**src/tcpw_defs.vh**
```
// constants shared by the two-channel timer pwm block
`ifndef TCPW_DEFS_VH
`define TCPW_DEFS_VH
`define TCPW_CNT_W      16
`define TCPW_MOD_RST    16'hffff
`define TCPW_CNT_RST    16'h0000
`define TCPW_VAL_RST    16'h0000
`define TCPW_PRE_W      6
`define TCPW_PRE_RST    6'h00
`define TCPW_PS_RST     3'h0
`define TCPW_PS_BAD     3'h7
`define TCPW_MODE_OFF   2'h0
`define TCPW_MODE_UNBUF 2'h1
`define TCPW_MODE_BUFB  1
`define TCPW_ELS_OFF    2'h0
`define TCPW_ELS_TOG    2'h1
`define TCPW_ELS_CLR    2'h2
`define TCPW_ELS_SET    2'h3
`define TCPW_SEL_CH0    1'b0
`define TCPW_SEL_CH1    1'b1
`endif

```
**src/tcpw_timer.v**
```verilog
// two-channel 16-bit timer with unbuffered and buffered pwm output
`timescale 1ns/1ps
`include "tcpw_defs.vh"

////////////////////////////////////////////////////////////////////////
// sticky flag with two-step clear: read while set, then write zero
module tcpw_flag (
	input  wire i_clk,    // system clock
	input  wire i_rst_n,  // async reset, active low
	input  wire i_set,    // hardware event
	input  wire i_rd,     // first step: status read
	input  wire i_clr,    // second step: write zero
	input  wire i_allow,  // clearing permitted now
	output wire o_flag    // flag value
);
	reg flag_reg;  // the flag
	reg arm_reg;   // first step seen
	// set wins over clear; an event in between disarms the sequence
	always @(posedge i_clk or negedge i_rst_n) begin
		if (!i_rst_n) begin
			flag_reg <= 1'b0;
			arm_reg  <= 1'b0;
		end else begin
			if (i_set) begin
				flag_reg <= 1'b1;
				arm_reg  <= 1'b0;
			end else if (i_allow && i_clr && arm_reg) begin
				flag_reg <= 1'b0;
				arm_reg  <= 1'b0;
			end else if (i_allow && i_rd && flag_reg) begin
				arm_reg  <= 1'b1;
			end
		end
	end
	assign o_flag = flag_reg;
endmodule // tcpw_flag

////////////////////////////////////////////////////////////////////////
// timer top: counter, prescaler, two compare channels, pwm pins
module tcpw_timer #(
	parameter CNT_W = `TCPW_CNT_W  // counter width
) (
	input  wire             I_CLK_SYS,      // 125 MHz bus clock
	input  wire             I_RST_N,        // async reset, active low
	input  wire             I_WAIT,         // cpu in wait mode
	input  wire             I_STOP,         // cpu in stop mode
	input  wire             I_BREAK,        // debug break active
	input  wire             I_BRK_CLR_EN,   // break clear enable
	input  wire             I_CTRL_WR,      // write timer status/control
	input  wire             I_HALT_D,       // counter halt bit value
	input  wire             I_CLEAR_D,      // counter clear bit value
	input  wire [2:0]       I_PS_D,         // prescale select value
	input  wire             I_OVF_IE_D,     // overflow irq enable value
	input  wire             I_STAT_RD,      // read timer status/control
	input  wire             I_OVF_CLR,      // write zero to overflow flag
	input  wire             I_MOD_WR,       // write modulo
	input  wire [CNT_W-1:0] I_MOD_D,        // modulo value
	input  wire             I_CH0_VAL_WR,   // write channel0 value
	input  wire             I_CH1_VAL_WR,   // write channel1 value
	input  wire [CNT_W-1:0] I_VAL_D,        // channel value data
	input  wire             I_CH0_CTL_RD,   // read channel0 control
	input  wire             I_CH1_CTL_RD,   // read channel1 control
	input  wire             I_CH0_FLAG_CLR, // write zero to channel0 flag
	input  wire             I_CH1_FLAG_CLR, // write zero to channel1 flag
	input  wire [1:0]       I_CH0_MODE,     // channel0 mode select
	input  wire [1:0]       I_CH1_MODE,     // channel1 mode select
	input  wire [1:0]       I_CH0_ELS,      // channel0 edge/level
	input  wire [1:0]       I_CH1_ELS,      // channel1 edge/level
	input  wire             I_CH0_TOV,      // channel0 toggle on overflow
	input  wire             I_CH1_TOV,      // channel1 toggle on overflow
	input  wire             I_CH0_MAX,      // channel0 max duty
	input  wire             I_CH1_MAX,      // channel1 max duty
	input  wire             I_CH0_IE,       // channel0 irq enable
	input  wire             I_CH1_IE,       // channel1 irq enable
	output wire [CNT_W-1:0] O_COUNT,        // counter value
	output wire             O_HALT,         // counter halt bit
	output wire [2:0]       O_PS,           // prescale select
	output wire             O_OVF_IE,       // overflow irq enable
	output wire             O_OVF_FLAG,     // overflow flag
	output wire             O_CH0_FLAG,     // channel0 flag
	output wire             O_CH1_FLAG,     // channel1 flag
	output wire             O_ACTIVE_SEL,   // buffered: 1 = channel1 pair active
	output wire             O_IRQ_OVF,      // overflow irq request
	output wire             O_IRQ_CH0,      // channel0 irq request
	output wire             O_IRQ_CH1,      // channel1 irq request
	output wire             O_WAKE,         // wake request in wait mode
	output wire             O_CH0_PIN,      // channel0 pin level
	output wire             O_CH0_OE,       // channel0 pin driven
	output wire             O_CH1_PIN,      // channel1 pin level
	output wire             O_CH1_OE        // channel1 pin driven
);
	reg  [CNT_W-1:0]      cnt_reg;      // main counter
	reg  [CNT_W-1:0]      cnt_next;     // counter next value
	reg  [`TCPW_PRE_W-1:0] pre_reg;     // prescaler
	reg  [`TCPW_PRE_W-1:0] pre_next;    // prescaler next value
	reg  [`TCPW_PRE_W-1:0] pre_mask;    // prescaler tick mask
	reg  [CNT_W-1:0]      mod_reg;      // modulo value
	reg  [CNT_W-1:0]      val0_reg;     // channel0 compare value
	reg  [CNT_W-1:0]      val1_reg;     // channel1 compare value
	reg                   halt_reg;     // counter halt bit
	reg  [2:0]            ps_reg;       // prescale select
	reg                   ovf_ie_reg;   // overflow irq enable
	reg                   sel_reg;      // active buffered pair
	reg                   last_wr_reg;  // pair written last
	reg                   pin0_reg;     // channel0 output level
	reg                   pin1_reg;     // channel1 output level
	reg                   tick;         // counter advances this cycle
	reg                   ovf_evt;      // counter reaches modulo
	wire                  acc_ok;       // cpu accesses reach registers
	wire                  run;          // counter may advance
	wire                  clr_ok;       // flags may be cleared
	wire                  linked;       // channels linked
	wire                  ch0_on;       // channel0 in compare mode
	wire                  ch1_on;       // channel1 in compare mode
	wire [CNT_W-1:0]      cmp0;         // compare value for channel0
	wire                  cmp0_evt;     // channel0 compare event
	wire                  cmp1_evt;     // channel1 compare event

	// registers are unreachable in wait and stop
	assign acc_ok = !I_WAIT && !I_STOP;
	// counter frozen by halt, stop and break
	assign run    = !halt_reg && !I_STOP && !I_BREAK;
	assign clr_ok = !I_BREAK || I_BRK_CLR_EN;
	// buffered bit wins over the low mode bit
	assign linked = I_CH0_MODE[`TCPW_MODE_BUFB];
	assign ch0_on = I_CH0_MODE != `TCPW_MODE_OFF;
	assign ch1_on = !linked && (I_CH1_MODE == `TCPW_MODE_UNBUF);

	////////////////////////////////////////////////////////////////////
	// timer status/control bits; halt set at reset
	always @(posedge I_CLK_SYS or negedge I_RST_N) begin
		if (!I_RST_N) begin
			halt_reg   <= 1'b1;
			ps_reg     <= `TCPW_PS_RST;
			ovf_ie_reg <= 1'b0;
		end else if (I_CTRL_WR && acc_ok) begin
			halt_reg   <= I_HALT_D;
			ps_reg     <= I_PS_D;
			ovf_ie_reg <= I_OVF_IE_D;
		end
	end

	////////////////////////////////////////////////////////////////////
	// prescaler tick: low ps bits of the prescaler all ones
	always @* begin
		pre_mask = ~({`TCPW_PRE_W{1'b1}} << ps_reg);
		tick     = run && (ps_reg != `TCPW_PS_BAD) && ((pre_reg & pre_mask) == pre_mask);
		pre_next = run ? pre_reg + 1'b1 : pre_reg;
		cnt_next = cnt_reg;
		ovf_evt  = 1'b0;
		if (tick) begin
			if (cnt_reg == mod_reg) begin
				cnt_next = `TCPW_CNT_RST;  // wrap after modulo
			end else begin
				cnt_next = cnt_reg + 1'b1;
			end
			ovf_evt = (cnt_next == mod_reg);
		end
		if (I_CTRL_WR && acc_ok && I_CLEAR_D) begin
			cnt_next = `TCPW_CNT_RST;
			pre_next = `TCPW_PRE_RST;
			ovf_evt  = 1'b0;
		end
	end

	// counter and prescaler state
	always @(posedge I_CLK_SYS or negedge I_RST_N) begin
		if (!I_RST_N) begin
			cnt_reg <= `TCPW_CNT_RST;
			pre_reg <= `TCPW_PRE_RST;
		end else begin
			cnt_reg <= cnt_next;
			pre_reg <= pre_next;
		end
	end

	////////////////////////////////////////////////////////////////////
	// modulo and channel values; writes land at once
	always @(posedge I_CLK_SYS or negedge I_RST_N) begin
		if (!I_RST_N) begin
			mod_reg  <= `TCPW_MOD_RST;
			val0_reg <= `TCPW_VAL_RST;
			val1_reg <= `TCPW_VAL_RST;
		end else begin
			if (I_MOD_WR && acc_ok) begin
				mod_reg <= I_MOD_D;
			end
			if (I_CH0_VAL_WR && acc_ok) begin
				val0_reg <= I_VAL_D;
			end
			if (I_CH1_VAL_WR && acc_ok) begin
				val1_reg <= I_VAL_D;
			end
		end
	end

	////////////////////////////////////////////////////////////////////
	// buffered pair tracking: last written pair takes over at overflow
	always @(posedge I_CLK_SYS or negedge I_RST_N) begin
		if (!I_RST_N) begin
			sel_reg     <= `TCPW_SEL_CH0;
			last_wr_reg <= `TCPW_SEL_CH0;
		end else if (!linked) begin
			sel_reg     <= `TCPW_SEL_CH0;
			last_wr_reg <= `TCPW_SEL_CH0;
		end else begin
			if (I_CH1_VAL_WR && acc_ok) begin
				last_wr_reg <= `TCPW_SEL_CH1;
			end else if (I_CH0_VAL_WR && acc_ok) begin
				last_wr_reg <= `TCPW_SEL_CH0;
			end
			if (ovf_evt) begin
				sel_reg <= last_wr_reg;
			end
		end
	end

	// compare on exact match of the new count only
	assign cmp0     = (linked && sel_reg) ? val1_reg : val0_reg;
	assign cmp0_evt = tick && ch0_on && (cnt_next == cmp0);
	assign cmp1_evt = tick && ch1_on && (cnt_next == val1_reg);

	////////////////////////////////////////////////////////////////////
	// pin levels: overflow toggle, compare action, max duty forcing
	always @(posedge I_CLK_SYS or negedge I_RST_N) begin
		if (!I_RST_N) begin
			pin0_reg <= 1'b0;
			pin1_reg <= 1'b0;
		end else begin
			if (!ch0_on) begin
				pin0_reg <= 1'b0;
			end else if (I_CH0_TOV && I_CH0_MAX) begin
				pin0_reg <= 1'b1;
			end else if (ovf_evt && I_CH0_TOV) begin
				pin0_reg <= !pin0_reg;
			end else if (cmp0_evt) begin
				case (I_CH0_ELS)
					`TCPW_ELS_CLR: pin0_reg <= 1'b0;
					`TCPW_ELS_SET: pin0_reg <= 1'b1;
					`TCPW_ELS_TOG: pin0_reg <= !pin0_reg;
					default:       pin0_reg <= pin0_reg;
				endcase
			end
			if (!ch1_on) begin
				pin1_reg <= 1'b0;
			end else if (I_CH1_TOV && I_CH1_MAX) begin
				pin1_reg <= 1'b1;
			end else if (ovf_evt && I_CH1_TOV) begin
				pin1_reg <= !pin1_reg;
			end else if (cmp1_evt) begin
				case (I_CH1_ELS)
					`TCPW_ELS_CLR: pin1_reg <= 1'b0;
					`TCPW_ELS_SET: pin1_reg <= 1'b1;
					`TCPW_ELS_TOG: pin1_reg <= !pin1_reg;
					default:       pin1_reg <= pin1_reg;
				endcase
			end
		end
	end

	////////////////////////////////////////////////////////////////////
	// status flags with two-step clearing
	tcpw_flag u_ovf_flag (
		.i_clk   (I_CLK_SYS),
		.i_rst_n (I_RST_N),
		.i_set   (ovf_evt),
		.i_rd    (I_STAT_RD && acc_ok),
		.i_clr   (I_OVF_CLR && acc_ok),
		.i_allow (clr_ok),
		.o_flag  (O_OVF_FLAG)
	);
	tcpw_flag u_ch0_flag (
		.i_clk   (I_CLK_SYS),
		.i_rst_n (I_RST_N),
		.i_set   (cmp0_evt),
		.i_rd    (I_CH0_CTL_RD && acc_ok),
		.i_clr   (I_CH0_FLAG_CLR && acc_ok),
		.i_allow (clr_ok),
		.o_flag  (O_CH0_FLAG)
	);
	tcpw_flag u_ch1_flag (
		.i_clk   (I_CLK_SYS),
		.i_rst_n (I_RST_N),
		.i_set   (cmp1_evt),
		.i_rd    (I_CH1_CTL_RD && acc_ok),
		.i_clr   (I_CH1_FLAG_CLR && acc_ok),
		.i_allow (clr_ok),
		.o_flag  (O_CH1_FLAG)
	);

	////////////////////////////////////////////////////////////////////
	// interrupt requests gated by their enables
	assign O_IRQ_OVF    = O_OVF_FLAG && ovf_ie_reg;
	assign O_IRQ_CH0    = O_CH0_FLAG && I_CH0_IE;
	assign O_IRQ_CH1    = O_CH1_FLAG && I_CH1_IE && !linked;
	assign O_WAKE       = I_WAIT && (O_IRQ_OVF || O_IRQ_CH0 || O_IRQ_CH1);
	assign O_COUNT      = cnt_reg;
	assign O_HALT       = halt_reg;
	assign O_PS         = ps_reg;
	assign O_OVF_IE     = ovf_ie_reg;
	assign O_ACTIVE_SEL = sel_reg;
	// pins driven only when the channel compares and action is chosen
	assign O_CH0_PIN    = pin0_reg;
	assign O_CH0_OE     = ch0_on && (I_CH0_ELS != `TCPW_ELS_OFF || I_CH0_TOV);
	assign O_CH1_PIN    = pin1_reg;
	assign O_CH1_OE     = ch1_on && (I_CH1_ELS != `TCPW_ELS_OFF || I_CH1_TOV);
endmodule // tcpw_timer

```
**config.mk**
```make
export PLATFORM = sky130hd
export DESIGN_NAME = tcpw_timer
export DESIGN_NICKNAME = d
export VERILOG_FILES = /design/src/tcpw_timer.v
export VERILOG_INCLUDE_DIRS = /design/src
export SDC_FILE = /design/constraint.sdc
export NUM_CORES = 1
export LEC_CHECK = 0
export BUFFER_PORTS_ARGS = -buffer_cell sky130_fd_sc_hd__buf_4
export CAP_MARGIN = 20
export CELL_PAD_IN_SITES_DETAIL_PLACEMENT = 0
export CELL_PAD_IN_SITES_GLOBAL_PLACEMENT = 1
export CORE_MARGIN = 8
export CORE_UTILIZATION = 40
export CTS_BUF_LIST = sky130_fd_sc_hd__clkbuf_8
export CTS_CLUSTER_DIAMETER = 100
export DETAILED_ROUTE_END_ITERATION = 12
export HOLD_SLACK_MARGIN = 0.05
export PLACE_DENSITY = 0.76
export SYNTH_ARGS = -nofsm -noshare
export SYNTH_HDL_FRONTEND = slang
export SYNTH_SLANG_ARGS = --single-unit
```
**constraint.sdc**
```tcl
create_clock -name I_CLK_SYS -period 5.8 [get_ports I_CLK_SYS]
set_clock_uncertainty 0.15 [all_clocks]
set_input_delay 1.16 -clock I_CLK_SYS [delete_from_list [all_inputs] [get_ports I_CLK_SYS]]
set_output_delay 1.16 -clock I_CLK_SYS [all_outputs]
set_load 0.01 [all_outputs]
```
# After elaboration in Yosys (flattened, before gate mapping)

Cells that the tools add are included.

$add $sub $neg: 2
Equal/unequal tests: 19
Shift-type cells: 1
Reductions and logical operators: 69
Bitwise logic cells: 2
Mux-type cells: 39

Operator list:

| operator                                              | number |
|---|---|
| 2-to-1 mux 16 bit                                     | 5 |
| == test 16 bit                                        | 4 |
| logical AND 1 bit                                     | 45 |
| 2-to-1 mux 1 bit                                      | 30 |
| adder 16 x 1 -> 16 bit, second input constant         | 1 |
| nonzero test 2 bit                                    | 7 |
| 2-to-1 mux 6 bit                                      | 2 |
| inequality test 6 x 1 -> 1 bit, second input constant | 2 |
| nonzero test 3 bit                                    | 3 |
| == test 2 bit, second input constant                  | 4 |
| inequality test 4 x 1 -> 1 bit, second input constant | 2 |
| logical NOT 1 bit                                     | 7 |
| adder 6 x 1 -> 6 bit, second input constant           | 1 |
| bitwise AND 6 bit                                     | 1 |
| == test 2 x 1 -> 1 bit, second input constant         | 3 |
| == test 6 bit                                         | 1 |
| NOT 6 bit                                             | 1 |
| one-hot mux 1 bit (3 select lines)                    | 2 |
| left shift 6 x 3 -> 6 bit, first input constant       | 1 |
| logical OR 1 bit                                      | 5 |
| AND reduction 2 bit                                   | 2 |
| inequality test 3 x 1 -> 1 bit, second input constant | 1 |
| inequality test 3 bit, second input constant          | 1 |
| inequality test 2 x 1 -> 1 bit, second input constant | 1 |

Word-level logic and storage cells: 150
Register bits after elaboration: 85
Output and inout bits: 33
Bits of input ports: 68

# Longest topological paths before layout

Gate-level depths: netlist of run 1.

Word-level depth: 14
Depth in mapped cells: 14
Depth with buffers taken out: 11

# Cells and area by module

Synthesis of run 1 repeated with hierarchy kept, for this count alone.

Cell total of the unflattened synthesis: 557
Area total of the unflattened synthesis: 5512.8 µm²

By module, submodules not included:

| module     | instances | seq. area each (µm²) | cells each | area each (µm²) |
|---|---|---|---|---|
| tcpw_timer | 1         | 1998.2               | 536        | 5242.5 |
| tcpw_flag  | 3         | 50.0                 | 7          | 90.1 |

# Worst setup path before layout of run 1

OpenSTA, ideal clock, no wires.

Kind: in2reg
Start: in I_STOP
End: reg pin0_reg (netlist: O_CH0_PIN)
Setup time: 0.125 ns
Arrival time: 3.738 ns
Buffers on the path: 1
Setup slack: 1.787 ns
Required time: 5.525 ns
Stages: 11
Path through: nor3_2 o21ai_1 nor2_2 buf_2 a21oi_1 or3_1 a2111o_1 nor4_1 o2111ai_1 o31ai_2 mux2_2

Cells in the longest elaborated chain, start to end: 11
Elaborated cells between the ends (all ways): 22
Those cells by class: 3 x eq/ne; 7 x mux; 12 x reduce/logical

Ends and longest elaborated chain:

| element                                                                      | RTL line                           | text |
|---|---|---|
| start, declared                                                              | tcpw_timer.v:46                    | `input wire I_STOP,` |
| logical NOT 1 bit *                                                          | tcpw_timer.v:120, tcpw_timer.v:122 |  |
| logical AND 1 bit (2 in a row)                                               | tcpw_timer.v:122                   | `assign run = !halt_reg && !I_STOP && !I_BREAK;` |
| logical AND 1 bit (2 in a row)                                               | tcpw_timer.v:147                   | `` tick = run && (ps_reg != `TCPW_PS_BAD) && ((pre_reg & pre_mask) == pre_mask); `` |
| 2-to-1 mux 16 bit or 2-to-1 mux 1 bit (tied branches)                        | tcpw_timer.v:151                   | `if (tick) begin` |
| 2-to-1 mux 16 bit or 2-to-1 mux 1 bit (tied branches)                        | tcpw_timer.v:159                   | `if (I_CTRL_WR && acc_ok && I_CLEAR_D) begin` |
| == test 16 bit or logical AND 1 bit (tied branches)                          | tcpw_timer.v:220, tcpw_timer.v:234 |  |
| logical AND 1 bit or 2-to-1 mux 1 bit (tied branches)                        | tcpw_timer.v:220, tcpw_timer.v:234 |  |
| inequality test 4 x 1 -> 1 bit (no line) or 2-to-1 mux 1 bit (tied branches) | n/a                                |  |
| AND reduction 2 bit (no line) or 2-to-1 mux 1 bit (tied branches)            | n/a                                |  |
| end signal, assigned                                                         | tcpw_timer.v:235                   | `pin0_reg <= !pin0_reg;` |
| end signal, assigned                                                         | tcpw_timer.v:240                   | `` `TCPW_ELS_TOG: pin0_reg <= !pin0_reg; `` |
| end signal, assigned                                                         | tcpw_timer.v:241                   | `default: pin0_reg <= pin0_reg;` |
| end, declared                                                                | tcpw_timer.v:105                   | `reg pin0_reg;` |

Mark *: on every way between the ends. The rest lies on a longest branch, timed or not.
A chain may end at the register's enable or synchronous reset.

# Worst setup path in the final report of run 1

Start: in I_STOP
End: reg pin0_reg (netlist: O_CH0_PIN)

Cells in the longest elaborated chain, start to end: 11
Elaborated cells between the ends (all ways): 22
Those cells by class: 3 x eq/ne; 7 x mux; 12 x reduce/logical

Ends and longest elaborated chain:

| element                                    | RTL line                           | text |
|---|---|---|
| logical NOT 1 bit *                        | tcpw_timer.v:120, tcpw_timer.v:122 |  |
| logical AND 1 bit (2 in a row)             | tcpw_timer.v:122                   |  |
| logical AND 1 bit (2 in a row)             | tcpw_timer.v:147                   |  |
| 2-to-1 mux 16 bit                          | tcpw_timer.v:151                   |  |
| 2-to-1 mux 16 bit *                        | tcpw_timer.v:159                   |  |
| via cnt_next[8]                            | tcpw_timer.v:93                    | `reg [CNT_W-1:0] cnt_next;` |
| == test 16 bit *                           | tcpw_timer.v:220                   | `assign cmp0_evt = tick && ch0_on && (cnt_next == cmp0);` |
| logical AND 1 bit *                        | tcpw_timer.v:220                   |  |
| inequality test 4 x 1 -> 1 bit (no line) * | n/a                                |  |
| AND reduction 2 bit (no line) *            | n/a                                |  |

Mark *: on every way through the listed nets, which the timed path passes. The rest lies on a longest branch.

==> results of run 1 <==
==> synth_stat cells (all sizes together), types with 13 or more instances <==
cell and n:
nor3 14, buf 16, nand3 22, dfrtp 68
clkbuf 15, mux2 53, nor2 44, o21ai 22
dfstp 17, nor4 16, xnor2 25, inv 13
xor2 25, nand4 19, a21oi 17, nand2 42
mux2i 18
==> worst paths after layout <==
path | startpoint | end | slack [ns] | cells after the start
setup / recovery | I_STOP | O_CH0_PIN | 1.16 | 11
max in group asynchronous | I_RST_N | val0_reg[4] | 4.36 | 2
hold reg to reg | val0_reg[0] | val0_reg[0] | 0.36 | 1
hold / removal | val0_reg[0] | val0_reg[0] | 0.36 | 1
setup reg to reg | O_COUNT[3] | O_CH0_PIN | 1.28 | 11
min in group asynchronous | I_RST_N | O_PS[0] | 0.53 | 1
==> routing by layer <==
layer  vias to the layer above  routed length (um)  track usage  part of all wire
met1                      2445                7697       0.2472              0.45
met5                         -                   0            0                 0
li1                       2385                   -            -                 -
met4                         0                 286      0.07016             0.017
met3                        21                1025      0.04398             0.060
met2                       163                8166       0.3104              0.48
==> power breakdown <==
| part | switching [uW] | internal [uW] | total (uW) | leakage, uW |
|---|---|---|---|---|
| registers | 119 | 700 | 819 | 0.00104 |
| clock network | 239 | 248 | 487 | 0.000111 |
| logic | 245 | 245 | 489 | 0.00184 |
| total | 603 | 1190 | 1790 | 0.00299 |
==> stage by stage <==
| step | instances | setup slack [ns] | hold slack [ns] | utilization |
|---|---|---|---|---|
| 2_1_floorplan | 593 | 1.787 | 0.3250 | - |
| 3_3_place_gp | 852 | 0.9604 | 0.3409 | 0.4642 |
| 3_5_place_dp | 852 | 0.8726 | 0.3460 | 0.4642 |
| 4_1_cts | 868 | 1.304 | 0.3685 | 0.4801 |
| 5_1_grt | 869 | 0.9674 | 0.3773 | 0.4820 |
| 6_report | 869 | 1.161 | 0.3614 | 0.4820 |
==> layout make-up <==
cell class / count / area [sq um] / area share
multi-input combinational: 464 / 3422 / 0.4960
sequential: 85 / 2148 / 0.3114
timing repair buffer: 107 / 823.3 / 0.1193
tap: 184 / 230.2 / 0.03337
clock buffer: 9 / 123.9 / 0.01795
clock inverter: 7 / 102.6 / 0.01487
inverter: 13 / 48.80 / 0.007073
==> logic make-up after synthesis <==
family	count (synthesis)
AND/OR/NAND/NOR	222
AO/OA/AOI/OAI	117
flip-flops	85
XOR/XNOR	52
multiplexers	71
buffers and inverters	44
adder cells (fa/ha/maj)	2
==> metrics.cfg, run 1 <==
[global_routing]
grt_pass1_vias=5211
grt.total_usage=0.1926
grt_max_degree=86
antenna_found_initial=0
grt_overflow_total=0
grt_pass1_wl_mm=27.93

[outcome]
status=completed

[cts]
cts-buffers-inserted=9
clock_sinks=85
cts_root_buffer=clkbuf_8
post_cts_buffers=0
clockBufferDepth=2
cts_resized=0
cts_hold_buffers=0
worstSkewPairLatency_ns=0.39
clk_pin_slew_ns=0.09
h-tree-depth=3
cts_tree=done

[logic_synthesis]
ys_warn_count=0
syn_avg_cell_area_sq_um=9.759
netlist_instances=593
ys_seq_elements=85
yosys.area_share.simple=0.2151
synthDistinctLibCells=84
synthTopCellsByArea=dfrtp_1 (29%), mux2_2 (10%), dfstp_2 (7.7%)
async_flop_share=1.000
synth_xor_area_frac=0.08346
synth_top_area_share=0.2941
synth_top_family_by_area=simple AND/OR/NAND/NOR gates
synth-seq-area-share=0.3712
synth_edf_count=0
synthAdderAreaFrac=0.004324
ys.flop_type=dfrtp_1
synth_top_area_cell=dfrtp_1
synth_compound_area_frac=0.1542
syn-cell-area_sq_um=5787
synth_mux_area_frac=0.1343
synth_nets=663

[route]
ant_nets=0
vias_per_cell=5.770
drt_first_pass_iters=5
vias=5014
wl_mm=17.18
drc=0
wl_per_cell_um=19.76
drt_iter0_markers=402

[die]
die_h_um=136.3
start_util=0.4043
die_area_sq_um=18570
core_sq_um=14310
boundaryPins=101
die_w_um=136.3
rows=44

[power_and_ir_drop]
power_per_cell_area_nw_per_um2=260.1
ir_worst_vdd_mv=0.1317
power_uw=1794
p_leak_uw=0.002986

[setup_path]
criticalPathCategory=primary input to flip-flop
slowest_stage=nor2_2
path_cells=buf_4 -> nor3_2 -> o21ai_1 -> nor2_2 -> nand2_1 -> a311o_1 -> xnor2_1 -> nor4_1 -> o2111ai_1 -> o31ai_2 -> mux2_2
critPathMaxStageDelay_ns=0.58
cp.required_ns=5.92
start_kind=primary input
path_max_fanout=15
crit_family=simple AND/OR/NAND/NOR gates
cp-end-kind=flip-flop
crit_arrival_ns=4.76
crit_buf_inv=1

[timing]
rsz0062_at_grt=false
setup_tns_ns=0
slew_headroom=0.3942
period_minus_slack_ns=4.639
max_freq_ghz=0.2155
setup_viol=0
final_hold_viol_count=0
worstMarginPinSlew_ns=0.9087
min_period_over_period=0.7999
final-max-slew-violation-count=0

[finish]
nNetsFinal=750
final_cell_mix=buf_4 (106), dfrtp_1 (68), mux2_2 (52)
layout_commonest_cell=buf_4
nFillCells=1390
antennaDiodeCount=0
area_growth_pct=19.22
final_cell_area_sq_um=6899
drive_above_1_share=0.3182

[placed_design]
io_buffer_count=100
placed_area_sq_um=6645
dpl.hpwl_mm=13.06
gp_congestion=0.9234

[hold_path]
hold_path.class=flip-flop to flip-flop

[run]
cap_violations=0

No activity file was read; power rests on OpenSTA's default activity.
==> inputs of run 2 (changes only) <==
==> constraint.sdc (replaced) <==
create_clock -name I_CLK_SYS -period 4.5 [get_ports I_CLK_SYS]
set_clock_uncertainty 0.15 [all_clocks]
set_input_delay 0.9 -clock I_CLK_SYS [delete_from_list [all_inputs] [get_ports I_CLK_SYS]]
set_output_delay 0.9 -clock I_CLK_SYS [all_outputs]
set_load 0.01 [all_outputs]
==> metrics.cfg, run 2 (synthesis gave the netlist of run 1 again) <==
[setup_path]
start_kind=flip-flop
crit_arrival_ns=4.23
path_max_fanout=9
criticalPathCategory=flip-flop to flip-flop
cp-end-kind=flip-flop
cp.required_ns=4.63

[timing]
min_period_over_period=0.9099
final-max-slew-violation-count=0
setup_tns_ns=0
setup_viol=0
rsz0062_at_grt=false
max_freq_ghz=0.2442
slew_headroom=0.3968
worstMarginPinSlew_ns=0.9048
period_minus_slack_ns=4.095
timing.hold.ws_ns=0.2699
final_hold_viol_count=0

[die]
die_h_um=136.3
core_sq_um=14310
boundaryPins=101
die_area_sq_um=18570
start_util=0.4043
die_w_um=136.3
rows=44

[power_and_ir_drop]
ir_worst_vdd_mv=0.1990
p_leak_uw=0.002999
power_per_cell_area_nw_per_um2=326.5
power_uw=2257

[route]
vias_per_cell=5.800
vias=5069
ant_nets=0
drc=0
drt_iter0_markers=380
wl_per_cell_um=19.57
wl_mm=17.10
drt_first_pass_iters=5

[placed_design]
post-place-cells=858
io_buffer_count=100
gp_congestion=0.8951
dpl.hpwl_mm=13.07
placed_area_sq_um=6690

[cts]
cts_hold_buffers=0
clock_sinks=85
post_cts_buffers=0
cts_tree=done
clockBufferDepth=2
worstSkewPairLatency_ns=0.39
cts-buffers-inserted=9
clk_pin_slew_ns=0.09
cts_root_buffer=clkbuf_8
cts_resized=0
h-tree-depth=3

[finish]
final_cell_mix=buf_4 (112), dfrtp_1 (68), mux2_2 (52)
final_cell_area_sq_um=6913
drive_above_1_share=0.3232
area_growth_pct=19.46
nFillCells=1358
layout_commonest_cell=buf_4
antennaDiodeCount=0
fin_cells=874
nNetsFinal=756

[global_routing]
grt_pass1_wl_mm=27.85
grt_max_degree=86
grt.total_usage=0.1918
grt_pass1_vias=5126
grt_overflow_total=0
antenna_found_initial=0

[hold_path]
hold_path.class=primary input to async pin

[outcome]
status=completed

[run]
cap_violations=0

run 2: cell types whose count changed in the layout (fill, tap and decap cells not counted):
cell,change
bufinv_16,-1
clkinvlp_4,+1
buf_4,+6
inv_6,-1
run 2: routing by layer:
layer | track usage | share of wire | vias to the layer above
li1 | - | - | 2397
met1 | 0.2521 | 0.45 | 2485
met2 | 0.3039 | 0.47 | 160
met3 | 0.03806 | 0.057 | 27
met4 | 0.07505 | 0.021 | 0
met5 | 0 | 0 | -
run 2: critical path, stage by stage (launching register included):
cell       delay [ns]
dfrtp_1          0.63
ha_1             0.38
nand3_1          0.21
or2_1            0.31
or4_1            0.53
nor4_2           0.20
nor3_1           0.13
or4b_1           0.53
a31oi_1          0.17
o2111ai_1        0.16
o31ai_2          0.22
mux2_2           0.35
run 2: area by class of cell:
class                      instances  area [sq um]  share of cell area
clock buffer                       9         123.9             0.01792
clock inverter                     6         71.32             0.01032
inverter                          13         48.80            0.007059
multi-input combinational        464          3422              0.4950
sequential                        85          2148              0.3108
tap                              184         230.2             0.03330
timing repair buffer             113         868.3              0.1256
run 2: path summary, 6_finish.rpt:
kind | start | endpoint | slack (ns) | cells past startpoint
setup / recovery | O_COUNT[0] | O_CH0_PIN | 0.41 | 11
hold / removal | I_RST_N | O_PS[2] | 0.27 | 1
setup reg to reg | O_COUNT[0] | O_CH0_PIN | 0.41 | 11
hold reg to reg | val0_reg[14] | val0_reg[14] | 0.36 | 1
max in group asynchronous | I_RST_N | val1_reg[6] | 3.34 | 2
min in group I_CLK_SYS | val0_reg[14] | val0_reg[14] | 0.36 | 1
run 2: power breakdown:
part	switching (uW)	internal, uW
registers	154	902
clock network	311	258
logic	314	319
total	778	1480
run 2: metrics by stage:
step | utilization | setup slack [ns]
6_report | 0.4830 | 0.4054
5_1_grt | 0.4830 | 0.1327
4_1_cts | 0.4810 | 0.4404
3_5_place_dp | 0.4674 | 0.3171
3_3_place_gp | 0.4674 | 0.4166
2_1_floorplan | - | 0.7471
